File: src/pkg/bts_pkg.sv
package bts_pkg;
  // Clock and time base
  localparam int unsigned CLK_HZ = 20000000;
  localparam int unsigned TICK_HZ = 1000000;
  localparam int unsigned CYC_PER_TICK = CLK_HZ / TICK_HZ;
  localparam int unsigned SECOND_US = 1000000;
  localparam int unsigned RESET_MIN_MS = 700;
  localparam int unsigned RESET_MIN_US = RESET_MIN_MS * 1000;
  localparam int unsigned TOPPING_S = 7200;
  localparam int unsigned HISTORY_S = 60;
  localparam int unsigned PROBE_US = 16;

  // Sample format: millivolts at the temperature-sense input
  localparam int unsigned MV_W = 13;
  localparam logic [12:0] HOT_MV = 13'h03a2;
  localparam logic [12:0] COLD_MV = 13'h0960;
  localparam logic [12:0] SWITCH_OPEN_MV = 13'h1068;
  localparam logic [12:0] SLOPE_FAST_MV = 13'h0028;
  localparam logic [12:0] SLOPE_HALF_MV = 13'h001c;

  // Synchroniser bit positions and reset levels
  localparam int unsigned SYNC_W = 6;
  localparam int unsigned SY_MRST = 0;
  localparam int unsigned SY_TSEL = 1;
  localparam int unsigned SY_CMI = 2;
  localparam int unsigned SY_RATE0 = 3;
  localparam int unsigned SY_RATE1 = 4;
  localparam int unsigned SY_SWMODE = 5;
  localparam logic [5:0] SYNC_RST = 6'h01;

  typedef enum logic [6:0] {
    BTS_CAPTURE = 7'h01,
    BTS_WATCH = 7'h02,
    BTS_TOPPING = 7'h04,
    BTS_MAINT = 7'h08,
    BTS_FAST = 7'h10,
    BTS_DONE = 7'h20,
    BTS_SHUTDOWN = 7'h40
  } bts_state_t;
endpackage

File: src/pkg/bts_mem_if.sv
`timescale 1ns/1ps
`default_nettype none
interface bts_mem_if #(parameter int unsigned AW = 6, parameter int unsigned DW = 13);
  logic wrEn;
  logic [AW-1:0] addr;
  logic [DW-1:0] wrData;
  logic [DW-1:0] rdData;
  modport user (output wrEn, output addr, output wrData, input rdData);
  modport mem (input wrEn, input addr, input wrData, output rdData);
endinterface
`default_nettype wire

File: src/hdl/bts_history_mem.sv
`timescale 1ns/1ps
`default_nettype none
module bts_history_mem #(
  parameter int unsigned DEPTH = 64,
  parameter int unsigned AW = 6,
  parameter int unsigned DW = 13
) (
  input wire logic clk_sys,
  input wire logic rst_b,
  bts_mem_if.mem port
);
  logic [DW-1:0] store [DEPTH];
  logic [DW-1:0] rdData_ff;

  // Array has no reset; entries are only read once written
  always_ff @(posedge clk_sys) begin
    if (port.wrEn) begin
      store[port.addr] <= port.wrData;
    end
  end

  // Registered read returns the old word on a same-address write
  always_ff @(posedge clk_sys or negedge rst_b) begin
    if (!rst_b) begin
      rdData_ff <= '0;
    end else begin
      rdData_ff <= store[port.addr];
    end
  end

  assign port.rdData = rdData_ff;
endmodule
`default_nettype wire

File: src/hdl/bts_supervisor.sv
// How it works
// - All timing from a 1 MHz tick.
// - Thermistor and switch modes use separate thresholds.
// - Below 0.93 V latches hot-battery shutdown.
// - Shutdown holds until master reset.
// - Above 2.4 V before fast: cold charge.
// - Temperature slope measured per minute during fast.
// - Threshold 40 mV/min, 28 mV/min at C/2.
// - Slope at or above threshold ends fast charge.
// - Two-hour topping, then maintenance while cold.
// - Recheck each second; warm starts fast charge.
// - Termination select sampled after reset, three settings.
// - Switch mode above 4.2 V latches shutdown.
`timescale 1ns/1ps
`default_nettype none
module bts_supervisor #(
  parameter int unsigned SECOND_CYC = bts_pkg::SECOND_US,
  parameter int unsigned RESET_CYC = bts_pkg::RESET_MIN_US,
  parameter int unsigned TOPPING_SEC = bts_pkg::TOPPING_S,
  parameter int unsigned HIST_DEPTH = bts_pkg::HISTORY_S
) (
  input wire logic clk_sys,
  input wire logic rst_b,
  input wire logic sampleValid,
  input wire logic [12:0] sampleMv,
  input wire logic sensorIsSwitch,
  input wire logic master_reset_n,
  input wire logic termination_select,
  input wire logic charge_mode_indicator,
  input wire logic rate_select_0,
  input wire logic rate_select_1,
  input wire logic fastRequest,
  input wire logic fastEnd,
  output logic cmnProbeOut,
  output logic cmnProbeOe,
  output logic hotShutdown,
  output logic coldCharge,
  output logic toppingActive,
  output logic maintActive,
  output logic fastActive,
  output logic startFast,
  output logic slopeTerminate,
  output logic voltSlopeEn,
  output logic tempSlopeEn,
  output logic selectDone
);
  localparam int unsigned TICK_W = 5;
  localparam int unsigned US_W = 20;
  localparam int unsigned SEC_W = 13;
  localparam int unsigned AW = 6;

  bts_mem_if #(.AW(AW), .DW(bts_pkg::MV_W)) hist ();

  bts_history_mem #(.DEPTH(64), .AW(AW), .DW(bts_pkg::MV_W)) u_hist (
    .clk_sys(clk_sys),
    .rst_b(rst_b),
    .port(hist.mem)
  );

  // Two-flop synchronisers for every pin input
  logic [bts_pkg::SYNC_W-1:0] syncIn;
  logic [bts_pkg::SYNC_W-1:0] sync1_ff;
  logic [bts_pkg::SYNC_W-1:0] sync2_ff;
  assign syncIn = {sensorIsSwitch, rate_select_1, rate_select_0,
                   charge_mode_indicator, termination_select, master_reset_n};
  genvar gi;
  generate
    for (gi = 0; gi < bts_pkg::SYNC_W; gi++) begin : g_sync
      always_ff @(posedge clk_sys or negedge rst_b) begin
        if (!rst_b) begin
          sync1_ff[gi] <= bts_pkg::SYNC_RST[gi];
          sync2_ff[gi] <= bts_pkg::SYNC_RST[gi];
        end else begin
          sync1_ff[gi] <= syncIn[gi];
          sync2_ff[gi] <= sync1_ff[gi];
        end
      end
    end
  endgenerate

  logic mrLow;
  logic isSwitch;
  logic rateHalf;
  assign mrLow = !sync2_ff[bts_pkg::SY_MRST];
  assign isSwitch = sync2_ff[bts_pkg::SY_SWMODE];
  assign rateHalf = sync2_ff[bts_pkg::SY_RATE0] && sync2_ff[bts_pkg::SY_RATE1];

  // Time base: 1 us tick and 1 s tick, so durations follow the clock
  logic [TICK_W-1:0] tickCnt_ff, nxt_tickCnt;
  logic [US_W-1:0] usCnt_ff, nxt_usCnt;
  logic [US_W-1:0] mrCnt_ff, nxt_mrCnt;
  logic usTick;
  logic secTick;
  logic softClr;

  always_comb begin
    usTick = (tickCnt_ff == TICK_W'(bts_pkg::CYC_PER_TICK - 1));
    secTick = usTick && (usCnt_ff == US_W'(SECOND_CYC - 1));
    nxt_tickCnt = usTick ? '0 : tickCnt_ff + 1'b1;
    nxt_usCnt = usCnt_ff;
    if (usTick) begin
      nxt_usCnt = secTick ? '0 : usCnt_ff + 1'b1;
    end
    // Master reset only counts once held low long enough
    nxt_mrCnt = mrCnt_ff;
    if (!mrLow) begin
      nxt_mrCnt = '0;
    end else if (usTick && mrCnt_ff != US_W'(RESET_CYC)) begin
      nxt_mrCnt = mrCnt_ff + 1'b1;
    end
    softClr = (mrCnt_ff == US_W'(RESET_CYC));
  end

  always_ff @(posedge clk_sys or negedge rst_b) begin
    if (!rst_b) begin
      tickCnt_ff <= '0;
      usCnt_ff <= '0;
      mrCnt_ff <= '0;
    end else begin
      tickCnt_ff <= nxt_tickCnt;
      usCnt_ff <= nxt_usCnt;
      mrCnt_ff <= nxt_mrCnt;
    end
  end

  // Supervisor control state
  bts_pkg::bts_state_t state_ff, nxt_state;
  logic [12:0] latest_ff, nxt_latest;
  logic haveSample_ff, nxt_haveSample;
  logic [TICK_W-1:0] probeCnt_ff, nxt_probeCnt;
  logic strapHigh_ff, nxt_strapHigh;
  logic voltEn_ff, nxt_voltEn;
  logic tempEn_ff, nxt_tempEn;
  logic [SEC_W-1:0] coldSec_ff, nxt_coldSec;
  logic [AW-1:0] ptr_ff, nxt_ptr;
  logic [AW:0] fill_ff, nxt_fill;
  logic cmpPend_ff, nxt_cmpPend;
  logic [12:0] cmpNew_ff, nxt_cmpNew;
  logic startFast_ff, nxt_startFast;
  logic slopeHit_ff, nxt_slopeHit;
  logic hotNow;
  logic cold;
  logic histOn;
  logic [12:0] thr;
  logic [12:0] drop;

  always_comb begin
    nxt_state = state_ff;
    nxt_latest = sampleValid ? sampleMv : latest_ff;
    nxt_haveSample = haveSample_ff || sampleValid;
    nxt_probeCnt = probeCnt_ff;
    nxt_strapHigh = strapHigh_ff;
    nxt_voltEn = voltEn_ff;
    nxt_tempEn = tempEn_ff;
    nxt_coldSec = coldSec_ff;
    nxt_ptr = ptr_ff;
    nxt_fill = fill_ff;
    nxt_cmpPend = 1'b0;
    nxt_cmpNew = cmpNew_ff;
    nxt_startFast = 1'b0;
    nxt_slopeHit = slopeHit_ff;
    hist.wrEn = 1'b0;
    hist.addr = ptr_ff;
    hist.wrData = latest_ff;
    // Each sensor kind has its own hot threshold
    hotNow = sampleValid && (isSwitch ? (sampleMv > bts_pkg::SWITCH_OPEN_MV)
                                      : (sampleMv < bts_pkg::HOT_MV));
    cold = haveSample_ff && !isSwitch && (latest_ff > bts_pkg::COLD_MV);
    thr = rateHalf ? bts_pkg::SLOPE_HALF_MV : bts_pkg::SLOPE_FAST_MV;
    // NTC voltage falls as the pack heats, so the slope is old minus new
    drop = (hist.rdData > cmpNew_ff) ? hist.rdData - cmpNew_ff : '0;
    histOn = (state_ff == bts_pkg::BTS_FAST) && tempEn_ff && !isSwitch;

    case (state_ff)
      bts_pkg::BTS_CAPTURE: begin
        // Probe the strap with the indicator released, then pulled low
        if (usTick) begin
          nxt_probeCnt = probeCnt_ff + 1'b1;
          if (probeCnt_ff == TICK_W'(bts_pkg::PROBE_US - 1)) begin
            nxt_strapHigh = sync2_ff[bts_pkg::SY_TSEL];
          end
          if (probeCnt_ff == TICK_W'(2 * bts_pkg::PROBE_US - 1)) begin
            nxt_tempEn = strapHigh_ff;
            nxt_voltEn = !(strapHigh_ff && !sync2_ff[bts_pkg::SY_TSEL]);
            nxt_state = bts_pkg::BTS_WATCH;
          end
        end
      end
      bts_pkg::BTS_WATCH: begin
        if (fastRequest) begin
          nxt_coldSec = '0;
          if (cold) begin
            nxt_state = bts_pkg::BTS_TOPPING;
          end else begin
            nxt_state = bts_pkg::BTS_FAST;
            nxt_startFast = 1'b1;
          end
        end
      end
      bts_pkg::BTS_TOPPING: begin
        if (secTick) begin
          nxt_coldSec = coldSec_ff + 1'b1;
          if (!cold) begin
            nxt_state = bts_pkg::BTS_FAST;
            nxt_startFast = 1'b1;
          end else if (coldSec_ff == SEC_W'(TOPPING_SEC - 1)) begin
            nxt_state = bts_pkg::BTS_MAINT;
          end
        end
      end
      bts_pkg::BTS_MAINT: begin
        if (secTick && !cold) begin
          nxt_state = bts_pkg::BTS_FAST;
          nxt_startFast = 1'b1;
        end
      end
      bts_pkg::BTS_FAST: begin
        if (cmpPend_ff && drop >= thr) begin
          nxt_slopeHit = 1'b1;
          nxt_state = bts_pkg::BTS_DONE;
        end else if (fastEnd) begin
          nxt_state = bts_pkg::BTS_DONE;
        end
      end
      bts_pkg::BTS_DONE: begin
        nxt_state = bts_pkg::BTS_DONE;
      end
      bts_pkg::BTS_SHUTDOWN: begin
        nxt_state = bts_pkg::BTS_SHUTDOWN;
      end
      default: begin
        nxt_state = bts_pkg::BTS_CAPTURE;
      end
    endcase

    // One history entry per second; the slot read back is one minute old
    if (histOn && secTick) begin
      hist.wrEn = 1'b1;
      nxt_ptr = (ptr_ff == AW'(HIST_DEPTH - 1)) ? '0 : ptr_ff + 1'b1;
      nxt_cmpNew = latest_ff;
      nxt_cmpPend = (fill_ff == (AW + 1)'(HIST_DEPTH));
      if (fill_ff != (AW + 1)'(HIST_DEPTH)) begin
        nxt_fill = fill_ff + 1'b1;
      end
    end else if (!histOn) begin
      nxt_ptr = '0;
      nxt_fill = '0;
    end

    // Hot fault outranks every state except capture; only a master reset lifts it
    if (hotNow && state_ff != bts_pkg::BTS_CAPTURE) begin
      nxt_state = bts_pkg::BTS_SHUTDOWN;
      nxt_startFast = 1'b0;
    end
    if (softClr) begin
      nxt_state = bts_pkg::BTS_CAPTURE;
      nxt_probeCnt = '0;
      nxt_slopeHit = 1'b0;
      nxt_startFast = 1'b0;
      nxt_haveSample = 1'b0;
    end
  end

  always_ff @(posedge clk_sys or negedge rst_b) begin
    if (!rst_b) begin
      state_ff <= bts_pkg::BTS_CAPTURE;
      latest_ff <= '0;
      haveSample_ff <= 1'b0;
      probeCnt_ff <= '0;
      strapHigh_ff <= 1'b0;
      voltEn_ff <= 1'b1;
      tempEn_ff <= 1'b0;
      coldSec_ff <= '0;
      ptr_ff <= '0;
      fill_ff <= '0;
      cmpPend_ff <= 1'b0;
      cmpNew_ff <= '0;
      startFast_ff <= 1'b0;
      slopeHit_ff <= 1'b0;
    end else begin
      state_ff <= nxt_state;
      latest_ff <= nxt_latest;
      haveSample_ff <= nxt_haveSample;
      probeCnt_ff <= nxt_probeCnt;
      strapHigh_ff <= nxt_strapHigh;
      voltEn_ff <= nxt_voltEn;
      tempEn_ff <= nxt_tempEn;
      coldSec_ff <= nxt_coldSec;
      ptr_ff <= nxt_ptr;
      fill_ff <= nxt_fill;
      cmpPend_ff <= nxt_cmpPend;
      cmpNew_ff <= nxt_cmpNew;
      startFast_ff <= nxt_startFast;
      slopeHit_ff <= nxt_slopeHit;
    end
  end

  // Outputs decode registered state only
  assign cmnProbeOut = 1'b0;
  assign cmnProbeOe = (state_ff == bts_pkg::BTS_CAPTURE) &&
                      (probeCnt_ff >= TICK_W'(bts_pkg::PROBE_US));
  assign hotShutdown = (state_ff == bts_pkg::BTS_SHUTDOWN);
  assign toppingActive = (state_ff == bts_pkg::BTS_TOPPING);
  assign maintActive = (state_ff == bts_pkg::BTS_MAINT);
  assign coldCharge = toppingActive || maintActive;
  assign fastActive = (state_ff == bts_pkg::BTS_FAST);
  assign startFast = startFast_ff;
  assign slopeTerminate = slopeHit_ff;
  assign voltSlopeEn = voltEn_ff;
  assign tempSlopeEn = tempEn_ff;
  assign selectDone = (state_ff != bts_pkg::BTS_CAPTURE);
endmodule
`default_nettype wire

File: config.mk
export PLATFORM = sky130hd
export DESIGN_NAME = bts_supervisor
export DESIGN_NICKNAME = d
export VERILOG_FILES = /design/src/pkg/bts_pkg.sv /design/src/pkg/bts_mem_if.sv /design/src/hdl/bts_history_mem.sv /design/src/hdl/bts_supervisor.sv
export SDC_FILE = /design/constraint.sdc
export NUM_CORES = 1
export LEC_CHECK = 0
export BUFFER_PORTS_ARGS = -buffer_cell sky130_fd_sc_hd__buf_2
export CORE_ASPECT_RATIO = 1.75
export CORE_MARGIN = 4
export CORE_UTILIZATION = 35
export DETAILED_ROUTE_END_ITERATION = 8
export HOLD_SLACK_MARGIN = 0.02
export PLACE_DENSITY = 0.58
export SYNTH_ARGS = -nofsm -noshare
export SYNTH_HDL_FRONTEND = slang
export SYNTH_HIERARCHICAL = 1
export SYNTH_SLANG_ARGS = --single-unit
File: constraint.sdc
create_clock -name clk_sys -period 5.3 [get_ports clk_sys]
set_clock_uncertainty 0.15 [all_clocks]
set_input_delay 1.06 -clock clk_sys [delete_from_list [all_inputs] [get_ports clk_sys]]
set_output_delay 1.06 -clock clk_sys [all_outputs]
set_load 0.01 [all_outputs]
==> flow_metrics.tcl, run 1 <==
set metrics [dict create \
    status "completed" \
    synth.avg_cell_area_um2 15.47 \
    start_kind "flip-flop" \
    drtPass1Iterations 8 \
    worstSetupStartpoint "cmpNew_ff[1]" \
    ys_top_cells_by_count "832 x edfxtp_1, 161 x nor2_1, 135 x dfrtp_1" \
    worstPathArrival_ns 4.93 \
    die_h_um 453.4 \
    die_area_um2 119000 \
    synthesis.nets 2617 \
    cts-resized-gates 0 \
    synth_edf_count 832 \
    grt_util_all_layers_pct 17.92 \
    ant_nets 0 \
    postSynth.asyncResetShare_pct 14.32 \
    r2r-start "cmpNew_ff[1]" \
    fin_crit_sh_pct 85.08 \
    routed_via_density 5.582 \
    tns_ns 0 \
    cp-end-kind "flip-flop" \
    clkLatencyLatePin_ns 0.67 \
    endpoint "state_ff[5]" \
    hold_path.startpoint "sync1_ff[0]" \
    yosysWarnings 6 \
    ff2ff_path_depth 16 \
    clock-root-buffer "clkbuf_16" \
    route.detailed.drc 0 \
    die_w_um 262.5 \
    fin_crit_ns 4.509 \
    hpwl_um 71190 \
    finalHoldViolCount 0 \
    r2r_end "state_ff[5]" \
    worstSetupPathType "reg -> reg" \
    cts.sinks 971 \
    syn_inst 2565 \
    synthToLayoutAreaGrowth_pct 13.38 \
    gp_congestion 0.9035 \
    syn_area_um2 39670 \
    synth_cell_types 89 \
    setup_violations 0 \
    via_count 23570 \
    portBuffers 33 \
    start_util_pct 35.24 \
    grt_pass1_wl_um 160800 \
    ios 36 \
    grt_max_degree 110 \
    drtIter0Drc 2543 \
    hold_buffers 0 \
    p_total_mw 15.40 \
    cts_made_buffers 84 \
    cpMostUsedCell "ha_1" \
    fill_cells 10260 \
    cp_cell_sequence "inv_1 -> ha_1 -> nor2b_1 -> o2111ai_1 -> a2111oi_0 -> o31ai_1 -> or3_1 -> ha_1 -> nand3_1 -> a21oi_1 -> a2111o_1 -> a211oi_1 -> nand4_1 -> nand3_2 -> or4_4 -> nor4_2" \
    p_leak_nw 14.62 \
    cts.clk_slew.worst_paths_ns 0.06 \
    avgRoutedWirePerCell_um 25.82 \
    tritoncts "done" \
    powerDensity_nw_per_um2 342.3 \
    layout-drive-gt1-share_pct 18.35 \
    antenna_found_initial 2 \
    ys.flop_type "edfxtp_1" \
    synth_area_leader_cell "edfxtp_1" \
    synth-seq-area-share_pct 71.76 \
    maxSlewViolCount 0 \
    critPathMaxStageDelay_ns 0.69 \
    synth.top_cell.area_share_pct 62.98 \
    core_um2 112600 \
    ys_ff_latch 971 \
    vdd_drop_max_uv 219.1 \
    rrSetupSlack_ns 0.79 \
    num-nets-final 2718 \
    grt_pass1_vias 24420 \
    max-slew-margin-rel_pct 23.39 \
    postCtsSetupRepairBufs 0 \
    htree_levels 3 \
    cts_buffer_depth 3 \
    synth_area_leaders "edfxtp_1 63%, dfrtp_1 8.5%, mux2_2 2.4%, mux4_2 2.3%, a22oi_1 1.8%" \
    crit_slowest_cell "a2111oi_0" \
    rsz0062_at_grt "false" \
    fmax_mhz 221.8 \
    drv_cap 0 \
    worst_pin_slew_ns 1.149 \
    globalRouteOverflowTotal 0 \
    drt-total-wl_um 109000 \
    yosysMostFrequentCell "edfxtp_1" \
    hold_class "reg -> reg" \
    required_ns 5.72 \
    critPathMaxFanout 4 \
    num_rows 163 \
]
state kept, by name (all words and copies together), names as in the netlist, 4 cells and up:
name	count
probeCnt_ff	5
fill_ff	7
sync1_ff	5
tickCnt_ff	5
coldSec_ff	13
sync2_ff	4
mrCnt_ff	20
state_ff	7
usCnt_ff	20
u_hist/store	832
u_hist/port.rdData	13
hist.addr	6
cmpNew_ff	13
hist.wrData	13
worst min-delay path by stage:
| stage | end | cells after the start |
|---|---|---|
| 6_report | sync2_ff[0] | 0 |
| 5_1_grt | sync2_ff[0] | 0 |
| 4_1_cts | sync2_ff[0] | 0 |
| 3_5_place_dp | sync2_ff[3] | 0 |
| 3_3_place_gp | sync2_ff[4] | 0 |
| 2_1_floorplan | isSwitch | 0 |
area by class of cell:
class | instances | area (um2) | share of cell area (%)
antenna | 2 | 5.005 | 0.01113
clock buffer | 104 | 2241 | 4.982
clock inverter | 51 | 551.8 | 1.227
inverter | 41 | 153.9 | 0.3422
multi-input combinational | 1400 | 10450 | 23.23
sequential | 971 | 28490 | 63.35
tap | 1485 | 1858 | 4.131
timing repair buffer | 168 | 1222 | 2.718
cell usage in the layout, fill, tap and decap left out, types with 17 or more instances in the layout:
cell / count
o21ai_0: 63
inv_1: 37
or3b_2: 21
clkbuf_1: 17
xor2_1: 34
ha_1: 27
xnor2_1: 23
o22ai_1: 20
nor3_1: 31
mux2_2: 86
buf_4: 132
and3_1: 24
mux4_2: 40
dfrtp_1: 119
a221oi_1: 66
o221ai_1: 17
a22oi_1: 96
nand3b_1: 39
edfxtp_1: 832
clkbuf_16: 87
nand3_1: 63
a211oi_1: 25
buf_2: 32
nor2b_1: 24
mux2i_1: 65
a21oi_1: 92
nand4_1: 23
nor2_1: 158
nand2_1: 132
where the power goes:
part / switching (mW) / internal, mW / total [mW]
Combinational: 0.431 / 0.136 / 0.567
Sequential: 0.0708 / 8.47 / 8.54
Clock: 2.77 / 3.52 / 6.29
cells by family after synthesis:
logic type | count (synthesis) | synth area share [%]
flops | 971 | 71.76
simple gates | 604 | 8.021
compound gates | 517 | 9.430
buf+inv | 194 | 2.135
mux | 193 | 6.485
xor+xnor | 57 | 1.258
fa+ha+maj | 28 | 0.9020
other cells | 1 | 0.009453
worst max-delay path, delay by kind of cell (launching register included):
kind | cells | cell delay (ns)
AO/OA/AOI/OAI | 6 | 1.62
adder cells (fa/ha/maj) | 2 | 0.58
buffers and inverters | 1 | 0.06
flip-flops | 1 | 0.39
AND/OR/NAND/NOR | 7 | 1.62
metrics by stage:
stage	cells	worst slack [ns]	util [%]	hold slack, ns	cell area [um2]
2_1_floorplan	2565	1.583	-	0.1812	39670
3_3_place_gp	4065	0.8289	37.47	0.1935	42180
3_5_place_dp	4065	0.7486	37.47	0.1886	42180
4_1_cts	4220	0.7282	39.95	0.2061	44970
5_1_grt	4221	0.4109	39.95	0.2150	44970
6_report	4222	0.7906	39.95	0.2039	44980
per-layer routing:
metal	share of wire, %	up-vias	routed length [um]	track usage, %
met5	0	-	0	0
met4	6.7	0	7309	10.51
met3	4.7	253	5174	2.432
met2	54	812	58710	33.84
met1	35	12170	37820	18.96
li1	-	10340	-	-
(Power assumes the default switching activity.)
==> run 2, diff against run 1 <==
CORE_UTILIZATION = 63   (was 35)
PLACE_DENSITY = 0.88   (was 0.58)
==> flow_metrics.tcl, run 2 (same netlist as run 1, synthesis figures left out) <==
set metrics [dict create \
    maxSlewViolCount 0 \
    grt_pass1_wl_um 159700 \
    globalRouteOverflowTotal 0 \
    grt_pass1_vias 25430 \
    design_area_um2 43940 \
    dp_cells 3369 \
    cts-resized-gates 0 \
    die_w_um 197.7 \
    holdWs_ns 0.2078 \
    start_util_pct 63.60 \
    synthToLayoutAreaGrowth_pct 10.77 \
    portBuffers 33 \
    largest-register "u_hist/store" \
    num-nets-final 2703 \
    layout-drive-gt1-share_pct 17.80 \
    hold_class "reg -> reg" \
    fin_cells 3513 \
    cts.clk_slew.worst_paths_ns 0.07 \
    reg.largest.list "u_hist/store (832), mrCnt_ff (20), usCnt_ff (20)" \
    routed_via_density 7.174 \
    cp_cell_sequence "inv_1 -> ha_1 -> nor2b_1 -> o2111ai_1 -> a2111oi_0 -> o31ai_1 -> nor2_1 -> ha_1 -> a21oi_1 -> o221ai_1 -> a2111o_1 -> a211oi_1 -> nand4_1 -> nand3_2 -> a21oi_1 -> o22a_1" \
    powerDensity_nw_per_um2 346.3 \
    drt-total-wl_um 109100 \
    vdd_drop_max_uv 503.0 \
    drtIter0Drc 4118 \
    grt.busiest_layer "met2" \
    ios 36 \
    tritoncts "done" \
    p_leak_nw 14.53 \
    status "completed" \
    avgRoutedWirePerCell_um 31.06 \
    place_area_um2 41240 \
    fmax_mhz 219.0 \
    drv_cap 0 \
    cts_made_buffers 79 \
    core_um2 62370 \
    use_met3_pct 7.051 \
    rsz0062_at_grt "false" \
    gp_congestion 0.9741 \
    setup_violations 0 \
    grt_util_all_layers_pct 32.09 \
    worst_pin_slew_ns 1.457 \
    cp-end-kind "flip-flop" \
    route.detailed.drc 0 \
    clock-root-buffer "clkbuf_16" \
    num_rows 121 \
    layout_commonest_cell "edfxtp_1" \
    crit_slowest_cell "o31ai_1" \
    cts_buffer_depth 3 \
    via_count 25200 \
    hpwl_um 65110 \
    antenna_found_initial 1 \
    max-slew-margin-rel_pct 2.672 \
    tns_ns 0 \
    cts.sinks 971 \
    start_kind "flip-flop" \
    setup_slack_ns 0.7330 \
    hold_buffers 0 \
    drtPass1Iterations 7 \
    largest_register_ffs 832 \
    fin_crit_ns 4.567 \
    fin_util_pct 70.45 \
    multi_input_area_um2 10440 \
    ant_nets 0 \
    worstPathArrival_ns 4.94 \
    fill_cells 3563 \
    postCtsSetupRepairBufs 0 \
    finalHoldViolCount 0 \
    die_area_um2 67210 \
    fin_crit_sh_pct 86.17 \
    worstSetupPathType "reg -> reg" \
    seq_area_um2 28490 \
    critPathMaxFanout 4 \
    required_ns 5.67 \
    critPathMaxStageDelay_ns 0.56 \
    clkLatencyLatePin_ns 0.63 \
    htree_levels 3 \
    insertedDiodeCount 0 \
    pre_cts_ws_ns 0.8426 \
    grt_max_degree 100 \
    final_cell_mix "832 x edfxtp_1, 159 x nor2_1, 132 x nand2_1" \
    globalRouteMet1Util_pct 36.12 \
    p_total_mw 15.22 \
    grt_use_met2_pct 53.65 \
    die_h_um 340.0 \
]
[run 2: changes by cell type in the layout (fill, tap and decap cells not counted), sizes merged]
| cell | previous run | this run |
|---|---|---|
| clkbuf | 104 | 96 |
| diode | 2 | 0 |
| buf | 168 | 158 |
| inv | 43 | 40 |
[run 2: final cells by class]
| class | count | area share (%) |
|---|---|---|
| sequential | 971 | 64.84 |
| clock buffer | 96 | 4.988 |
| timing repair buffer | 158 | 2.639 |
| clock inverter | 48 | 1.156 |
| multi-input combinational | 1400 | 23.75 |
| inverter | 41 | 0.3502 |
| tap | 799 | 2.275 |
[run 2: routing by layer]
| metal | up-vias | part of all wire, % | routed length, um |
|---|---|---|---|
| li1 | 10270 | - | - |
| met1 | 12290 | 30 | 32950 |
| met2 | 2106 | 50 | 54670 |
| met3 | 537 | 11 | 11820 |
| met4 | 0 | 8.9 | 9675 |
| met5 | - | 0 | 0 |
[run 2: path summary, 6_finish.rpt]
kind                              start           end  slack [ns]  depth (start not counted)
max                        cmpNew_ff[1]   state_ff[1]        0.73                         16
min                         sync1_ff[5]      isSwitch        0.21                          0
max reg2reg                cmpNew_ff[1]   state_ff[1]        0.73                         16
min reg2reg                 sync1_ff[5]      isSwitch        0.21                          0
max in group asynchronous         rst_b   sync1_ff[0]        3.53                          2
min in group asynchronous         rst_b  usCnt_ff[11]        0.38                          1
[run 2: where the power goes]
group	internal, mW	total (mW)	switching [mW]
Combinational	0.136	0.533	0.398
Sequential	8.47	8.57	0.0959
Clock	3.45	6.12	2.67
Total	12.1	15.2	3.16
[run 2: worst max-delay path: cells and delay by family, from the launching register on]
family	cells	cell delay, ns
compound gates	9	2.55
fa+ha+maj	2	0.65
flops	1	0.41
buf+inv	1	0.07
simple gates	4	0.60
